$ cat src/design/efc_defs.vh
// constants for the evaporator fan control block
`ifndef EFC_DEFS_VH
`define EFC_DEFS_VH
// time base
`define EFC_CLK_HZ 10000000
`define EFC_TICK_MS 1000
`define EFC_TICK_CYCLES ((`EFC_CLK_HZ / 1000) * `EFC_TICK_MS)
// register byte offsets
`define EFC_OFS_CTRL 6'h00
`define EFC_OFS_MODE 6'h04
`define EFC_OFS_RESTART 6'h08
`define EFC_OFS_CUTOFF 6'h0C
`define EFC_OFS_THERMAL 6'h10
`define EFC_OFS_FANDLY 6'h14
`define EFC_OFS_BLIND 6'h18
`define EFC_OFS_STATUS 6'h1C
// control register fields
`define EFC_CTRL_ADV 0
`define EFC_CTRL_VAR_LO 1
`define EFC_CTRL_VAR_HI 2
`define EFC_CTRL_TWOZONE 3
`define EFC_CTRL_SENS2 4
`define EFC_CTRL_HEATCIRC 5
`define EFC_CTRL_OVRDIS 6
`define EFC_CTRL_RST 7'h00
// threshold registers: value in [15:0], disable or enable flag in bit 16
`define EFC_THR_FLAG 16
`define EFC_RESTART_RST 17'h00000
`define EFC_CUTOFF_RST 17'h00000
`define EFC_THERMAL_RST 17'h00000
// mode register: normal setpoint [1:0], alternative setpoint [3:2]
`define EFC_MODE_RST 4'h0
`define EFC_MODE_CONT 2'h0
`define EFC_MODE_DELAY 2'h1
`define EFC_MODE_OVR 2'h2
`define EFC_MODE_FORE 2'h3
// controller variants
`define EFC_VAR_CASE 2'h0
`define EFC_VAR_ZONE 2'h1
`define EFC_VAR_HEAT 2'h2
`define EFC_VAR_COLD 2'h3
`endif

$ cat src/design/efc_tick_gen.v
// divider producing the one-cycle control tick enable
`timescale 1ns/1ps
`default_nettype none
module efc_tick_gen #(
  parameter DIV = 10000000
) (
  input wire clk,
  input wire rst,
  output reg tick
);
  reg [31:0] cnt_r;

  // tick fires once every DIV cycles
  always @(posedge clk or posedge rst)
  begin
    if (rst)
    begin
      cnt_r <= 32'h0;
      tick <= 1'b0;
    end
    else if (cnt_r >= DIV - 1)
    begin
      cnt_r <= 32'h0;
      tick <= 1'b1;
    end
    else
    begin
      cnt_r <= cnt_r + 32'h1;
      tick <= 1'b0;
    end
  end
endmodule
`default_nettype wire

$ cat src/design/efc_delay_timer.v
// down counter in control ticks, busy while counting
`timescale 1ns/1ps
`default_nettype none
module efc_delay_timer #(
  parameter W = 16
) (
  input wire clk,
  input wire rst,
  input wire tick,
  input wire load,
  input wire [W-1:0] loadVal,
  output wire busy
);
  reg [W-1:0] cnt_r;

  // load wins over counting so a restart is never lost
  always @(posedge clk or posedge rst)
  begin
    if (rst)
      cnt_r <= {W{1'b0}};
    else if (load)
      cnt_r <= loadVal;
    else if (tick && cnt_r != {W{1'b0}})
      cnt_r <= cnt_r - {{(W-1){1'b0}}, 1'b1};
  end

  assign busy = (cnt_r != {W{1'b0}});
endmodule
`default_nettype wire

$ cat src/design/efc_fan_ctrl.v
// evaporator fan control core with avalon-mm register slave
// Notes on behaviour
// - advanced case mode drives relay inverted
// - advanced mode routes alarms to dc output
// - four fan modes, per setpoint selection
// - continuous mode: fan always on
// - delay mode: off in defrost, restart below
// - restart uses sensor one, both if two-zone with sensor two set
// - delay mode: off during wait and drip
// - overrun: stop above cutoff, restart below
// - overrun/forerun: hold in drip, cutoff in wait
// - overrun/forerun sensor choice as restart
// - forerun: off, on above cutoff, on after
// - zone variant: blind stop on toggle one-to-two
// - thermal delay withholds restart after defrost
// - coldroom zones run independently
// - heated coldroom: fan follows cooling
// - fan pre-run before cooling when delay set
// - heated coldroom: fan off defrost, holds its state in wait
// - unheated coldroom: overrun after cooling stops
// - overrun stop needs time and temperature
// - heating circuit: fan one follows heater
// - coldroom variants drive relay normally open
// - delay mode: restart disabled keeps fan running always
//
// The implementer's own choices: the Avalon-MM interface to the registers and the address map.
`timescale 1ns/1ps
`default_nettype none
`include "efc_defs.vh"
module efc_fan_ctrl #(
  parameter TICK_CYCLES = `EFC_TICK_CYCLES,
  parameter TW = 16
) (
  input wire clk,
  input wire rst,
  input wire [5:0] avs_address,
  input wire avs_read,
  input wire avs_write,
  input wire [31:0] avs_writedata,
  input wire [3:0] avs_byteenable,
  output reg [31:0] avs_readdata,
  output wire avs_waitrequest,
  input wire signed [15:0] firstEvapTemp,
  input wire signed [15:0] secondEvapTemp,
  input wire coolingActive,
  input wire defrostActive,
  input wire waitPeriod,
  input wire dripPeriod,
  input wire [1:0] coolDemand,
  input wire altSetpoint,
  input wire heaterRelay,
  input wire alarmReq,
  output reg [1:0] fanContact,
  output reg [1:0] coolPermit,
  output reg alarmMainsRelay,
  output reg alarmDcOut
);
  reg [6:0] ctrl_r;
  reg [3:0] mode_r;
  reg [16:0] restart_r;
  reg [16:0] cutoff_r;
  reg [16:0] thermal_r;
  reg [TW-1:0] fanDly_r;
  reg [TW-1:0] blindTime_r;
  reg ack_r;
  reg altPrev_r;
  reg heatPrev_r;
  reg hotStop_r;
  reg [1:0] fan_r;
  reg [1:0] hold_r;
  wire tick;
  wire blindBusy;
  wire [1:0] dlyBusy;
  wire [1:0] dlyLoad;
  wire [1:0] variant;
  wire [1:0] fanMode;
  wire caseVar;
  wire use2;
  wire restartDis;
  wire thermEn;
  wire ovrEn;
  wire [1:0] below;
  wire [1:0] above;
  wire [1:0] warm;
  wire belowBoth;
  wire aboveBoth;
  wire blindLoad;
  wire [1:0] fanEff;
  wire [31:0] wrWord;
  reg [31:0] curWord;

  // byte-lane merge for register writes
  function [31:0] laneMerge;
    input [31:0] oldVal;
    input [31:0] newVal;
    input [3:0] be;
    integer k;
    begin
      laneMerge = oldVal;
      for (k = 0; k < 4; k = k + 1)
        if (be[k])
          laneMerge[8*k +: 8] = newVal[8*k +: 8];
    end
  endfunction

  efc_tick_gen #(
    .DIV(TICK_CYCLES)
  ) u_tick (
    .clk(clk),
    .rst(rst),
    .tick(tick)
  );

  // configuration decode
  assign variant = ctrl_r[`EFC_CTRL_VAR_HI:`EFC_CTRL_VAR_LO];
  assign caseVar = (variant == `EFC_VAR_CASE) || (variant == `EFC_VAR_ZONE);
  assign fanMode = altSetpoint ? mode_r[3:2] : mode_r[1:0];
  assign restartDis = restart_r[`EFC_THR_FLAG];
  assign thermEn = thermal_r[`EFC_THR_FLAG];
  assign ovrEn = (fanDly_r != {TW{1'b0}}) && !ctrl_r[`EFC_CTRL_OVRDIS];
  assign use2 = ctrl_r[`EFC_CTRL_TWOZONE] && ctrl_r[`EFC_CTRL_SENS2];

  // sensor comparisons against the thresholds
  assign below[0] = firstEvapTemp < $signed(restart_r[15:0]);
  assign below[1] = secondEvapTemp < $signed(restart_r[15:0]);
  assign above[0] = firstEvapTemp > $signed(cutoff_r[15:0]);
  assign above[1] = secondEvapTemp > $signed(cutoff_r[15:0]);
  assign warm[0] = firstEvapTemp >= $signed(thermal_r[15:0]);
  assign warm[1] = secondEvapTemp >= $signed(thermal_r[15:0]);

  // case controllers combine sensors; second ignored when absent
  assign belowBoth = below[0] && (!use2 || below[1]);
  assign aboveBoth = above[0] && (!use2 || above[1]);

  // night blind stop only on the one-to-two setpoint edge
  assign blindLoad = tick && altSetpoint && !altPrev_r
    && (variant == `EFC_VAR_ZONE);

  efc_delay_timer #(
    .W(TW)
  ) u_blind (
    .clk(clk),
    .rst(rst),
    .tick(tick),
    .load(blindLoad),
    .loadVal(blindTime_r),
    .busy(blindBusy)
  );

  // per-zone fan state; each coldroom zone has its own sensor and relay
  genvar z;
  generate
    for (z = 0; z < 2; z = z + 1)
    begin : g_zone
      reg coolPrev_r;
      reg demPrev_r;
      reg defPrev_r;
      reg phPrev_r;
      reg prerun_r;
      wire zBelow;
      wire zAbove;
      wire zWarm;
      wire zActive;
      wire phase;

      assign zBelow = caseVar ? belowBoth : below[z];
      assign zAbove = caseVar ? aboveBoth : above[z];
      assign zWarm = warm[z];
      // zone two exists only in coldroom two-zone operation
      assign zActive = (z == 0) ||
        (!caseVar && ctrl_r[`EFC_CTRL_TWOZONE]);
      // overrun and forerun treat the wait time as part of defrost
      assign phase = defrostActive || waitPeriod;

      // pre-run load on demand rise, overrun load on cooling fall
      assign dlyLoad[z] = tick && (
        ((variant == `EFC_VAR_HEAT) && coolDemand[z] && !demPrev_r
          && (fanDly_r != {TW{1'b0}})) ||
        ((variant == `EFC_VAR_COLD) && !coolingActive && coolPrev_r && ovrEn));

      efc_delay_timer #(
        .W(TW)
      ) u_dly (
        .clk(clk),
        .rst(rst),
        .tick(tick),
        .load(dlyLoad[z]),
        .loadVal(fanDly_r),
        .busy(dlyBusy[z])
      );

      // fan decision, evaluated once per control tick
      always @(posedge clk or posedge rst)
      begin
        if (rst)
        begin
          fan_r[z] <= 1'b0;
          hold_r[z] <= 1'b0;
          coolPrev_r <= 1'b0;
          demPrev_r <= 1'b0;
          defPrev_r <= 1'b0;
          phPrev_r <= 1'b0;
          prerun_r <= 1'b0;
        end
        else if (tick)
        begin
          coolPrev_r <= coolingActive;
          demPrev_r <= coolDemand[z];
          defPrev_r <= defrostActive;
          phPrev_r <= phase;
          if (!zActive)
          begin
            fan_r[z] <= 1'b0;
            hold_r[z] <= 1'b0;
          end
          else
          begin
            case (variant)
              `EFC_VAR_CASE:
              begin
                case (fanMode)
                  `EFC_MODE_CONT:
                  begin
                    fan_r[z] <= 1'b1;
                    hold_r[z] <= 1'b0;
                  end
                  `EFC_MODE_DELAY:
                  begin
                    if (restartDis)
                    begin
                      fan_r[z] <= 1'b1;
                      hold_r[z] <= 1'b0;
                    end
                    else if (defrostActive || waitPeriod || dripPeriod)
                    begin
                      fan_r[z] <= 1'b0;
                      hold_r[z] <= 1'b1;
                    end
                    else if (hold_r[z])
                    begin
                      // cutoff threshold plays no part here
                      if (zBelow)
                      begin
                        fan_r[z] <= 1'b1;
                        hold_r[z] <= 1'b0;
                      end
                    end
                    else
                      fan_r[z] <= 1'b1;
                  end
                  `EFC_MODE_OVR:
                  begin
                    if (dripPeriod)
                      fan_r[z] <= fan_r[z];
                    else if (phase)
                    begin
                      if (zAbove)
                      begin
                        fan_r[z] <= 1'b0;
                        hold_r[z] <= 1'b1;
                      end
                    end
                    else if (hold_r[z])
                    begin
                      if (zBelow)
                      begin
                        fan_r[z] <= 1'b1;
                        hold_r[z] <= 1'b0;
                      end
                    end
                    else
                      fan_r[z] <= 1'b1;
                  end
                  default:
                  begin
                    // forerun: restart threshold is not consulted
                    hold_r[z] <= 1'b0;
                    if (dripPeriod)
                      fan_r[z] <= fan_r[z];
                    else if (phase && !phPrev_r)
                      fan_r[z] <= 1'b0;
                    else if (phase)
                    begin
                      if (zAbove)
                        fan_r[z] <= 1'b1;
                    end
                    else
                      fan_r[z] <= 1'b1;
                  end
                endcase
              end
              `EFC_VAR_ZONE:
              begin
                if (defrostActive)
                begin
                  fan_r[z] <= 1'b0;
                  hold_r[z] <= thermEn;
                end
                else if (hold_r[z])
                begin
                  // keep heat out of the case until the coil is cold
                  if (!zWarm)
                  begin
                    fan_r[z] <= 1'b1;
                    hold_r[z] <= 1'b0;
                  end
                end
                else
                  fan_r[z] <= 1'b1;
              end
              `EFC_VAR_HEAT:
              begin
                if (dlyLoad[z])
                  prerun_r <= 1'b1;
                else if (!dlyBusy[z])
                  prerun_r <= 1'b0;
                if (defrostActive)
                begin
                  fan_r[z] <= 1'b0;
                  hold_r[z] <= thermEn;
                end
                else if (waitPeriod)
                  fan_r[z] <= fan_r[z];
                else if (hold_r[z])
                begin
                  if (!zWarm)
                  begin
                    fan_r[z] <= 1'b1;
                    hold_r[z] <= 1'b0;
                  end
                end
                else
                  fan_r[z] <= coolingActive || dlyLoad[z] || prerun_r;
              end
              default:
              begin
                hold_r[z] <= 1'b0;
                if (!ovrEn || coolingActive || defrostActive)
                  fan_r[z] <= 1'b1;
                else if (!dlyBusy[z] && !dlyLoad[z] && zWarm)
                  fan_r[z] <= 1'b0;
              end
            endcase
          end
        end
      end

      // cooling starts only after the pre-run, if demand still stands
      always @(posedge clk or posedge rst)
      begin
        if (rst)
          coolPermit[z] <= 1'b0;
        else if (variant == `EFC_VAR_HEAT)
          coolPermit[z] <= coolDemand[z] && zActive && !dlyBusy[z]
            && !dlyLoad[z] && !prerun_r;
        else
          coolPermit[z] <= coolDemand[z] && zActive;
      end
    end
  endgenerate

  // heating circuit: zone one fan follows the heater relay
  always @(posedge clk or posedge rst)
  begin
    if (rst)
    begin
      heatPrev_r <= 1'b0;
      hotStop_r <= 1'b0;
      altPrev_r <= 1'b0;
    end
    else if (tick)
    begin
      heatPrev_r <= heaterRelay;
      altPrev_r <= altSetpoint;
      if (!heaterRelay && heatPrev_r && above[0])
        hotStop_r <= 1'b1;
      else if (heaterRelay || (coolingActive && !g_zone[0].coolPrev_r))
        hotStop_r <= 1'b0;
    end
  end

  assign fanEff[0] = (!caseVar && ctrl_r[`EFC_CTRL_HEATCIRC])
    ? (heaterRelay || (fan_r[0] && !hotStop_r))
    : (fan_r[0] && !(blindBusy && variant == `EFC_VAR_ZONE));
  assign fanEff[1] = fan_r[1];

  // relay contacts: case variants open to run, coldroom closes to run
  always @(posedge clk or posedge rst)
  begin
    if (rst)
    begin
      fanContact <= 2'h0;
      alarmMainsRelay <= 1'b0;
      alarmDcOut <= 1'b0;
    end
    else
    begin
      if (caseVar)
        fanContact <= ~fanEff;
      else
        fanContact <= fanEff;
      // mains alarm relay is taken by the fan in advanced mode
      alarmMainsRelay <= alarmReq && !(ctrl_r[`EFC_CTRL_ADV] && caseVar);
      alarmDcOut <= alarmReq && ctrl_r[`EFC_CTRL_ADV] && caseVar;
    end
  end

  // one wait state: data is prepared first, the access completes next
  assign avs_waitrequest = (avs_read || avs_write) && !ack_r;

  // readback word, also the base that a write merges its lanes into
  always @*
  begin
    case (avs_address)
      `EFC_OFS_CTRL: curWord = {25'h0, ctrl_r};
      `EFC_OFS_MODE: curWord = {28'h0, mode_r};
      `EFC_OFS_RESTART: curWord = {15'h0, restart_r};
      `EFC_OFS_CUTOFF: curWord = {15'h0, cutoff_r};
      `EFC_OFS_THERMAL: curWord = {15'h0, thermal_r};
      `EFC_OFS_FANDLY: curWord = {{(32-TW){1'b0}}, fanDly_r};
      `EFC_OFS_BLIND: curWord = {{(32-TW){1'b0}}, blindTime_r};
      `EFC_OFS_STATUS: curWord = {21'h0, blindBusy, dlyBusy, hold_r, coolPermit, fanContact,
        fan_r};
      default: curWord = 32'h0;
    endcase
  end

  // merged word is cut to each register's width on purpose
  assign wrWord = laneMerge(curWord, avs_writedata, avs_byteenable);

  always @(posedge clk or posedge rst)
  begin
    if (rst)
    begin
      ack_r <= 1'b0;
      avs_readdata <= 32'h0;
      ctrl_r <= `EFC_CTRL_RST;
      mode_r <= `EFC_MODE_RST;
      restart_r <= `EFC_RESTART_RST;
      cutoff_r <= `EFC_CUTOFF_RST;
      thermal_r <= `EFC_THERMAL_RST;
      fanDly_r <= {TW{1'b0}};
      blindTime_r <= {TW{1'b0}};
    end
    else
    begin
      ack_r <= (avs_read || avs_write) && !ack_r;
      if (avs_read && !ack_r)
        avs_readdata <= curWord;
      // writes land on the edge where waitrequest is low
      if (avs_write && ack_r)
      begin
        case (avs_address)
          `EFC_OFS_CTRL: ctrl_r <= wrWord[6:0];
          `EFC_OFS_MODE: mode_r <= wrWord[3:0];
          `EFC_OFS_RESTART: restart_r <= wrWord[16:0];
          `EFC_OFS_CUTOFF: cutoff_r <= wrWord[16:0];
          `EFC_OFS_THERMAL: thermal_r <= wrWord[16:0];
          `EFC_OFS_FANDLY: fanDly_r <= wrWord[TW-1:0];
          `EFC_OFS_BLIND: blindTime_r <= wrWord[TW-1:0];
          default: ack_r <= 1'b0;
        endcase
      end
    end
  end
endmodule
`default_nettype wire

$ cat config.mk
export PLATFORM = sky130hd
export DESIGN_NAME = efc_fan_ctrl
export DESIGN_NICKNAME = d
export VERILOG_FILES = /design/src/design/efc_tick_gen.v /design/src/design/efc_delay_timer.v /design/src/design/efc_fan_ctrl.v
export VERILOG_INCLUDE_DIRS = /design/src /design/src/design
export SDC_FILE = /design/constraint.sdc
export NUM_CORES = 1
export LEC_CHECK = 0
export ABC_AREA = 1
export BUFFER_PORTS_ARGS = -buffer_cell sky130_fd_sc_hd__buf_2
export CAP_MARGIN = 40
export CORE_MARGIN = 1
export CORE_UTILIZATION = 60
export DETAILED_ROUTE_END_ITERATION = 12
export GPL_ROUTABILITY_DRIVEN = 0
export PLACE_DENSITY_LB_ADDON = 0.2
export SYNTH_ARGS = -nofsm -noshare
export SYNTH_HDL_FRONTEND = slang
export SYNTH_SLANG_ARGS = --single-unit
$ cat constraint.sdc
create_clock -name clk -period 7.8 [get_ports clk]
set_input_delay 0.39 -clock clk [delete_from_list [all_inputs] [get_ports clk]]
set_output_delay 0.39 -clock clk [all_outputs]
set_load 0.05 [all_outputs]
# Word level (Yosys, flattened, before mapping)
# Cells that the tools add are included.
# word_totals
out_inout_bits,39
word_cells,280
ff_bits,227
# op_classes
mux,99
bitwise_logic,1
n_reduce_logical,112
order_cmp,7
n_eq_ne,25
add_sub_neg,4
# op_table
op,count
17-bit one-hot mux with 8 select lines,1
16-bit two-way mux,6
1-bit two-way mux,79
16-bit nonzero test,4
1-bit logical AND,48
16-bit by 1-bit subtractor with 16-bit output (second input constant),3
32-bit by 1-bit adder with 32-bit output (second input constant),1
16-bit greater-or-equal comparator,2
32-bit by 24-bit greater-or-equal comparator with 1-bit output (second input constant),1
16-bit > comparator,2
16-bit less-than comparator,2
32-bit two-way mux,1
6-bit by 5-bit equality test with 1-bit output (second input constant),4
1-bit logical NOT,21
1-bit one-hot mux with 3 select lines,6
1-bit logical OR,16
8-bit two-way mux,2
2-bit AND reduction,8
7-bit AND reduction,2
6-bit by 4-bit equality test with 1-bit output (second input constant),2
4-bit inequality test (second input constant),3
4-bit AND reduction,3
2-bit nonzero test,4
7-bit by 4-bit inequality test with 1-bit output (second input constant),1
18 further kinds,26

# Logic depth before layout (Yosys ltp)
# Gate-level depths: netlist (run 1).
# depth
word_depth,13
depth_mapped,22
depth_no_buf,22

# By module
# Synthesis (run 1) repeated with hierarchy kept, for this count alone.
# hier_totals
hier_cells,1901
area_unflattened_um2,14272.4
# modules_own_cells
module,instances,seq_area_each_um2,area_each_um2,cells_each
efc_fan_ctrl,1,3278.1,9028.7,1134
efc_delay_timer,3,400.4,1173.6,179
efc_tick_gen,1,825.8,1722.9,230

# Worst setup path after synthesis (run 1)
# Ideal clock, no wire load.
# synth_path
path_kind,register to register
startpoint,register g_zone[1].u_dly.cnt_r[0]
endpoint,register g_zone[1].u_dly.cnt_r[5]
slack_ps,5757
arrival_time_ps,1923
stages_incl_launch_ff,13
setup_ps,121
cell_sequence,dfrtp_1 -> inv_1 -> ha_1 -> nand2_1 -> or3_4 -> nor2_4 -> nand2_4 -> nor2_8 -> nand3_4 -> nor2_4 -> nor2_1 -> buf_2 -> a22o_1
# synth_between
elab_chain_cells,3
elab_cells_between_ends,6
cone_classes,add/sub (1); mux (2); reduce/logical (3)
# synth_lines
element,line,source
"start, declared",efc_delay_timer.v:14,reg [W-1:0] cnt_r;
"start signal, assigned",efc_delay_timer.v:20,cnt_r <= {W{1'b0}};
"start signal, assigned",efc_delay_timer.v:22,cnt_r <= loadVal;
"start signal, assigned",efc_delay_timer.v:24,"cnt_r <= cnt_r - {{(W-1){1'b0}}, 1'b1};"
16-bit by 1-bit subtractor with 16-bit output / 16-bit nonzero test (equally long branches),"efc_delay_timer.v:24, efc_delay_timer.v:23",
16-bit two-way mux / 1-bit logical AND (equally long branches),efc_delay_timer.v:23,else if (tick && cnt_r != {W{1'b0}})
16-bit two-way mux / 2-bit nonzero test (equally long branches),--,
# Several ways; a longest one is shown, not always the timed one. The select of a mux whose other input is x is not followed.
# A chain may end at the register's enable or synchronous reset.

# Worst setup path in the final report (run 1)
# layout_path
startpoint,register u_blind.cnt_r[0]
endpoint,register blindTime_r[10]
# layout_between
elab_chain_cells,3
# layout_lines
element,line,source
"start, declared",efc_delay_timer.v:14,
"start signal, assigned",efc_delay_timer.v:20,
"start signal, assigned",efc_delay_timer.v:22,
"start signal, assigned",efc_delay_timer.v:24,
16-bit nonzero test,efc_delay_timer.v:27,assign busy = (cnt_r != {W{1'b0}});
17-bit one-hot mux with 8 select lines,efc_fan_ctrl.v:414,case (avs_address)
8-bit two-way mux,efc_fan_ctrl.v:101,if (be[k])
"end signal, assigned",efc_fan_ctrl.v:443,blindTime_r <= {TW{1'b0}};
"end signal, assigned",efc_fan_ctrl.v:460,`EFC_OFS_BLIND: blindTime_r <= wrWord[TW-1:0];
"end, declared",efc_fan_ctrl.v:64,reg [TW-1:0] blindTime_r;
# No other way between the ends.

==> metrics.md, run 1 <==
| Metric | Value |
|---|---|
| Status | `finished, final reports clean` |
| Reg2Reg Setup Slack | `about 4700 ps` |
| CTS max path bufs | `3` |
| Final global-route overflow total | `0` |
| ANT nets after route | `0` |
| Initial antenna violation count | `0` |
| RSZ-0062 raised after global routing | `no` |
| Maximum vdd drop | `roughly 0.15 mV` |
| Maximum clock frequency | `~320 MHz` |
| Mapped cell area | `about 0.013 sq mm` |
| GR Util All Layers | `0.334` |
| Flops & latches, synth | `212` |
| Clock Latency Late Sink | `~540 ps` |
| CP max stage delay | `between 500 and 600 ps` |
| Sequential share of the synthesized area | `0.402` |
| Clock sink total | `roughly 210` |
| Worst EP arrival | `around 3500 ps` |
| Worst slew margin | `0.376` |
| Setup TNS | `0 ps` |
| Maxcap violations | `0` |
| Cts repair resizes | `0` |
| Initial detailed-routing violation count | `between 1000 and 1500` |
| Worst Hold Class | `input port to flop` |
| Min Tclk post-route | `3110 ps` |
| Hold_sp | `avs_read` |
| Ant diodes | `0` |
| CTS tree | `done` |
| CTS Hold Bufs | `1` |
| Final Cycle Share | `0.398` |
| Worst-path cell chain | `inv_1 > ha_1 > nand2_1 > nor3_2 > nand4_1 > a221oi_1 > o221ai_1 > mux2i_1 > o21ai_0` |
| Detailed Place HPWL | `between 20 and 30 mm` |
| Hold_ws | `~110 ps` |
| Die Wd | `around 150 um` |
| Post-synth EDFFs | `0` |
| Crit start category | `flop` |
| R2R Path Start | `u_blind.cnt_r[0]` |
| Overall power | `roughly 3.2 mW` |
| IO Pins | `126` |
| Yosys cell types | `approximately 60` |
| Largest net degree at the start of global routing | `77` |
| Min-Delay Endpoint | `ack_r` |
| Root Buffer | `clkbuf_16` |
| Die Height | `~150 um` |
| DIE AREA | `between 0.02 and 0.025 sq mm` |
| Vias in the first global route | `approximately 11000` |
| First-pass GRT wire length | `just under 60 mm` |
| Post-Place Worst Slack | `4790 ps` |
| R2R depth | `9` |
| Port-buffer cells | `between 90 and 100` |
| Vias | `about 12000` |
| Core Rows | `53` |
| CP endpoint kind | `flop` |
| Post-synth ARST share | `1.00` |
| RR Endpoint | `blindTime_r[10]` |
| Setup CP Type | `flop to flop` |
| Mapped Cells | `approximately 1700` |
| Setup Skew | `around 28 ps` |
| Worst-path clk slew | `around 60 ps` |
| CTS buffer count | `24` |
| Syn avg cell area | `about 7.8 sq um` |
| Max Fanout on Critical Path | `6` |
| Max-slew violation count | `0` |
| Layout Nets | `approximately 2000` |
| CP required | `between 8000 and 9000 ps` |
| Final setup fails | `0` |
| Worst-Margin Slew | `between 900 and 1000 ps` |
| Setup ws final | `approximately 4700 ps` |
| H-tree depth | `1` |
| Leakage | `approximately 7 nW` |
| WL per Instance | `approximately 18 um` |
| Slowest CP cell | `mux2i_1` |
| Routed WL | `36.8 mm` |
| Yosys warns | `0` |
| Area Growth Syn to Fin | `12.2%` |
| Hold Path Depth | `3` |
| Initial Util | `0.620` |
| DRC viols | `0` |
| Vias per inst | `5.89` |
| PwrDens | `roughly 220 mW/mm^2` |
| Layout cells sized above 1 | `0.101` |
| Core area | `roughly 0.021 sq mm` |
| First-pass iteration count of the detailed router | `6` |
| Number of setup buffers added after CTS | `0` |
| Ys flop type | `dfrtp_1` |
| Final-report hold violation count | `0` |
==> routing by layer <==
| layer | wire [um] | part of all wire | track usage | vias to the layer above |
|---|---|---|---|---|
| li1 | - | - | - | 5836 |
| met1 | 15800 | 0.43 | 0.476 | 5812 |
| met2 | 16400 | 0.45 | 0.522 | 578 |
| met3 | 3140 | 0.085 | 0.0394 | 84 |
| met4 | 1380 | 0.038 | 0.126 | 0 |
| met5 | 0 | 0 | 0 | - |
==> worst max path at each step <==
stage / from / end / slack, ps / cells after the start
after floorplan: rst / ack_r / 1620 / 1
after global placement: avs_address[4] / cutoff_r[10] / 4800 / 11
after detailed placement: avs_address[4] / blindTime_r[10] / 4790 / 11
after CTS: u_blind.cnt_r[0] / blindTime_r[10] / 4830 / 9
after global routing: u_blind.cnt_r[0] / blindTime_r[10] / 4540 / 9
final: u_blind.cnt_r[0] / blindTime_r[10] / 4690 / 9
==> state kept, by name, summed over array words and instances (netlist names), 4 cells and up <==
register and cells:
avs_readdata 17, blindTime_r 16, ctrl_r 7, cutoff_r 17, fanDly_r 16, g_zone.u_dly.cnt_r 32
mode_r 4, restart_r 17, thermal_r 17, u_blind.cnt_r 16, u_tick.cnt_r 32
==> per-stage QoR <==
step                instances  area, sq um   util
CTS                      2089        14800  0.696
global placement         2039        13800  0.650
detailed placement       2048        14000  0.658
floorplan                1724        13300      -
finish                   2089        14800  0.696
global route             2089        14800  0.696
==> placed cells by master, fill, tap and decap left out, drive strengths merged, types with 2 or more instances in the layout <==
cell type  count
clkinv         9
nand4         20
conb          23
a211oi         7
clkbuf        30
o21a           3
o211ai         8
a22oi          2
o221ai         8
xnor2         12
nand3b         2
a21o           4
inv          205
o22ai         32
nor3b          3
dfrtp        212
ha           107
o21bai         3
o311ai         3
bufinv         3
a31oi          5
buf          106
nand2        413
nor4          14
o31ai          2
a21oi         74
nor2         146
xor2          14
a21boi         3
a22o           2
a221oi         5
nor3          44
nand3         57
o21ai        222
==> where the power goes <==
group	total [mW]	internal, mW	switching (mW)	leakage, nW
clock	1.15	0.681	0.465	0.384
sequential	1.40	1.25	0.148	2.76
combinational	0.668	0.249	0.419	3.84
==> cell families after synthesis <==
group | synth area share
simple gates | 0.233
compound gates | 0.164
buf+inv | 0.0810
flops | 0.402
fa+ha+maj | 0.101
xor+xnor | 0.0173
other cells | 0.000284
mux | 0.000759
==> worst max-delay path: cells and delay by family (launching register included) <==
| family | cells | cell delay, ps |
|---|---|---|
| multiplexers | 1 | 570 |
| AND/OR/NAND/NOR | 3 | 650 |
| adder cells (fa/ha/maj) | 1 | 190 |
| AO/OA/AOI/OAI | 3 | 1050 |
| flip-flops | 1 | 390 |
| buffers and inverters | 1 | 80 |
==> synthesized netlist by cell type, types with 2 or more instances <==
library cell / number / area (sq um)
a211oi_1: 7 / 52.6
a21boi_0: 3 / 22.5
a21o_1: 4 / 30.0
a21oi_1: 74 / 370
a221oi_1: 5 / 43.8
a22o_1: 2 / 17.5
a22oi_1: 2 / 15.0
a31oi_1: 5 / 31.3
buf_1: 4 / 15.0
buf_2: 7 / 35.0
buf_4: 17 / 128
clkbuf_1: 29 / 109
clkinv_1: 2 / 7.51
dfrtp_1: 212 / 5310
ha_1: 107 / 1340
inv_1: 203 / 762
inv_2: 2 / 7.51
nand2_1: 408 / 1530
nand2_2: 4 / 25.0
nand3_1: 53 / 265
nand3_2: 3 / 30.0
nand3b_1: 2 / 15.0
nand4_1: 18 / 113
nand4_2: 2 / 25.0
nor2_1: 131 / 492
nor2_2: 10 / 62.6
nor2_4: 4 / 45.0
nor3_1: 35 / 175
nor3_2: 7 / 70.1
nor3_4: 2 / 32.5
nor3b_1: 3 / 22.5
nor4_1: 13 / 81.3
o211ai_1: 8 / 60.1
o21a_1: 3 / 22.5
o21ai_0: 213 / 1070
o21ai_1: 8 / 40.0
o21bai_1: 3 / 22.5
o221ai_1: 8 / 70.1
o22ai_1: 32 / 200
o311ai_0: 3 / 26.3
o31ai_1: 2 / 15.0
xnor2_1: 12 / 105
xor2_1: 14 / 123
==> area by class of cell <==
cell class	instances	area [sq um]
clock inverter	10	139
inverter	208	790
sequential	212	5310
tap	275	344
clock buffer	30	643
fill	1755	6480
multi-input combinational	1247	6910
timing repair buffer	107	681
Note: power is estimated with default switching activity, not from simulation.
==> run 2: changes to the inputs <==
--- a/config.mk
+++ b/config.mk
@@ -10,7 +10,7 @@
 export BUFFER_PORTS_ARGS = -buffer_cell sky130_fd_sc_hd__buf_2
 export CAP_MARGIN = 40
 export CORE_MARGIN = 1
-export CORE_UTILIZATION = 60
+export CORE_UTILIZATION = 55
 export DETAILED_ROUTE_END_ITERATION = 12
 export GPL_ROUTABILITY_DRIVEN = 0
 export PLACE_DENSITY_LB_ADDON = 0.2
==> constraint.sdc (replaced) <==
create_clock -name clk -period 2.65 [get_ports clk]
set_input_delay 0.1325 -clock clk [delete_from_list [all_inputs] [get_ports clk]]
set_output_delay 0.1325 -clock clk [all_outputs]
set_load 0.05 [all_outputs]
==> run 2 against run 1 <==
Sequential share of layout area fell by 1.1 points. Clock power rose to 2.9 times the previous value. Combinational power rose to 3.0 times the previous value. Critical endpoint is now fan_r[0]. Die area rose by 9.0%. Register-to-register slack got worse by 4500 ps. First-iteration DRC count fell by 15%. Critical path type unchanged. Fmax rose by 27%. Final cell count rose by 4.7%. Non-clock buffer count rose by 53. Sequential power rose to 2.9 times the previous value. Count of clock-buffer cells in the layout rose by 4.
==> metrics.md, run 2 (synthesized netlist as in run 1, its figures left out) <==
| Metric | Value |
|---|---|
| Status | `finished, final reports clean (unchanged)` |
| Sw Pwr | `3.04 mW (was 1.03 mW)` |
| Hold Path Depth | `5 (was 3)` |
| CTS buffer count | `24 (unchanged)` |
| Vias | `12200 (was 12300)` |
| Clock Latency Late Sink | `530 ps (was 540 ps)` |
| CP endpoint kind | `flop (unchanged)` |
| Final setup fails | `0 (unchanged)` |
| Cell area after layout | `0.0153 sq mm (was 0.0148 sq mm)` |
| Worst slew margin | `0.379 (was 0.376)` |
| Placed cells | `2135 (was 2048)` |
| Setup Skew | `21.7 ps (was 27.7 ps)` |
| Initial Util | `0.562 (was 0.620)` |
| Sequential power share | `0.433 (was 0.435)` |
| ANT nets after route | `0 (unchanged)` |
| Vias per inst | `5.59 (was 5.89)` |
| Final-report hold violation count | `0 (unchanged)` |
| DRC viols | `0 (unchanged)` |
| Final Non-Filler Cells | `2187 (was 2089)` |
| Final global-route overflow total | `0 (unchanged)` |
| IO Pins | `126 (unchanged)` |
| Setup CP Type | `flop to flop (unchanged)` |
| Worst EP arrival | `2860 ps (was 3460 ps)` |
| Maximum vdd drop | `0.414 mV (was 0.149 mV)` |
| Worst-path clk slew | `60 ps (about the same)` |
| Final Cycle Share | `0.924 (was 0.398)` |
| DIE AREA | `0.0246 sq mm (was 0.0226 sq mm)` |
| Most common cell after layout, fill and taps aside | `nand2_1 (unchanged)` |
| Max-slew violation count | `0 (unchanged)` |
| Clock sink total | `212 (unchanged)` |
| Int Power | `6.43 mW (was 2.18 mW)` |
| Clk pwr share | `0.354 (was 0.357)` |
| Die Wd | `157 um (was 150 um)` |
| Worst-Margin Slew | `930 ps (was 934 ps)` |
| Reg2Reg Setup Slack | `200 ps (was 4690 ps)` |
| Initial antenna violation count | `0 (unchanged)` |
| Routed WL | `37.3 mm (was 36.8 mm)` |
| Max Fanout on Critical Path | `17 (was 6)` |
| Detailed Place HPWL | `28.7 mm (was 27.7 mm)` |
| Crit start category | `flop (unchanged)` |
| Root Buffer | `clkbuf_16 (unchanged)` |
| Layout Nets | `2047 (was 1994)` |
| Core area | `0.0235 sq mm (was 0.0213 sq mm)` |
| Core Rows | `56 (was 53)` |
| Area post-placement | `0.0143 sq mm (was 0.0140 sq mm)` |
| CP required | `3060 ps (was 8160 ps)` |
| First-pass GRT wire length | `59.1 mm (was 58.4 mm)` |
| RR Endpoint | `fan_r[0] (was blindTime_r[10])` |
| R2R depth | `15 (was 9)` |
| Switching part of the total | `0.321 (was 0.322)` |
| Maximum clock frequency | `408 MHz (was 322 MHz)` |
| Area Growth Syn to Fin | `15.6% (was 12.2%)` |
| Top Registers | `g_zone.u_dly.cnt_r x32, u_tick.cnt_r x32 (unchanged)` |
| Maxcap violations | `0 (unchanged)` |
| CTS tree | `done (unchanged)` |
| Port-buffer cells | `94 (unchanged)` |
| Leakage | `7.21 nW (was 6.99 nW)` |
| R2R Path Start | `fanDly_r[14] (was u_blind.cnt_r[0])` |
| Largest net degree at the start of global routing | `71 (was 77)` |
| Die Height | `157 um (was 150 um)` |
| First-pass iteration count of the detailed router | `6 (unchanged)` |
| Vias in the first global route | `11300 (about the same)` |
| Min Tclk post-route | `2450 ps (was 3110 ps)` |
| Layout cells sized above 1 | `0.127 (was 0.101)` |
| PwrDens | `621 mW/mm^2 (was 217 mW/mm^2)` |
| WL per Instance | `17.1 um (was 17.6 um)` |
| Min-Delay Endpoint | `hold_r[1] (was ack_r)` |
| H-tree depth | `1 (unchanged)` |
| Worst Hold Class | `input port to flop (unchanged)` |
| Initial detailed-routing violation count | `1123 (was 1324)` |
| Hold_sp | `defrostActive (was avs_read)` |
| CTS max path bufs | `3 (unchanged)` |
| Logic pwr share | `0.213 (was 0.208)` |
| GR Util All Layers | `0.309 (was 0.334)` |
| Ant diodes | `0 (unchanged)` |
| Most frequent cells in the layout | `nand2_1, dfrtp_1, o21ai_0 (was nand2_1, o21ai_0, dfrtp_1)` |
run 2: cell types whose count changed in the layout (fill, tap and decap cells not counted), moves of 3 or more:
cell,previous run,this run
buf_12,0,3
dlygate4sd3_1,1,11
buf_16,5,0
buf_4,3,50
clkbuf_1,4,1
clkbuf_8,2,9
clkinvlp_4,1,4
run 2: timing repair:
item,4_1_cts,5_1_grt
endpoints found under the setup margin,0,7
endpoints found under the hold margin,38,0
hold buffers,11,0
resized for setup,0,12
setup buffers,0,0
run 2: area by class of cell:
cell class / count / area, sq um
timing repair buffer: 160 / 1030
multi-input combinational: 1247 / 6930
fill: 2020 / 8210
clock inverter: 7 / 73.8
clock buffer: 34 / 728
inverter: 208 / 795
sequential: 212 / 5310
tap: 319 / 399
run 2: worst max path at each step:
stage | slack [ps] | from | depth (start not counted) | to
2_1_floorplan | -240 | rst | 1 | ack_r
3_3_place_gp | 280 | cutoff_r[15] | 17 | fan_r[0]
3_5_place_dp | 210 | cutoff_r[15] | 17 | fan_r[0]
4_1_cts | 200 | cutoff_r[1] | 19 | fan_r[0]
5_1_grt | -40 | thermal_r[15] | 16 | fanEff[1]
6_report | 200 | fanDly_r[14] | 15 | fan_r[0]
run 2: power by group through the flow:
stage               clock, mW  combinational, mW  sequential, mW
global route             3.50               2.29            4.16
detailed placement          0               1.97            4.14
CTS                      3.38               1.99            4.09
floorplan                   0               1.41            4.08
global placement            0               1.89            4.13
finish                   3.35               2.01            4.11
run 2: layer usage:
layer  GRT usage  share of wire  vias up  wire length (um)
met5           0              0        -                 0
met4       0.104          0.034        0              1280
met3      0.0427          0.069      102              2580
met2       0.496           0.45      483             16900
met1       0.429           0.44     5679             16600
li1            -              -     5966                 -
run 2: worst max-delay path, stage by stage, from the launching register on:
cell and delay, ps:
dfrtp_1 470, inv_1 190, nand4_1 140, nor2_1 160, nand2_1 160, nand2_1 100
nor2_1 50, nand2_1 100, nand2_2 170, buf_4 250, nor4_1 190, o22ai_1 110
nand2_1 90, nand2_1 60, nand2_1 50, a21oi_1 60
run 2: stage by stage:
step	hold WS [ps]	util	setup WS, ps	setup TNS (ps)	power [mW]
floorplan	253	-	-239	-50600	5.50
global placement	233	0.609	279	0	6.02
detailed placement	243	0.610	212	0	6.10
CTS	18.9	0.649	198	0	9.47
global route	58.1	0.650	-36.5	-36.5	9.95
finish	28.1	0.650	201	0	9.47
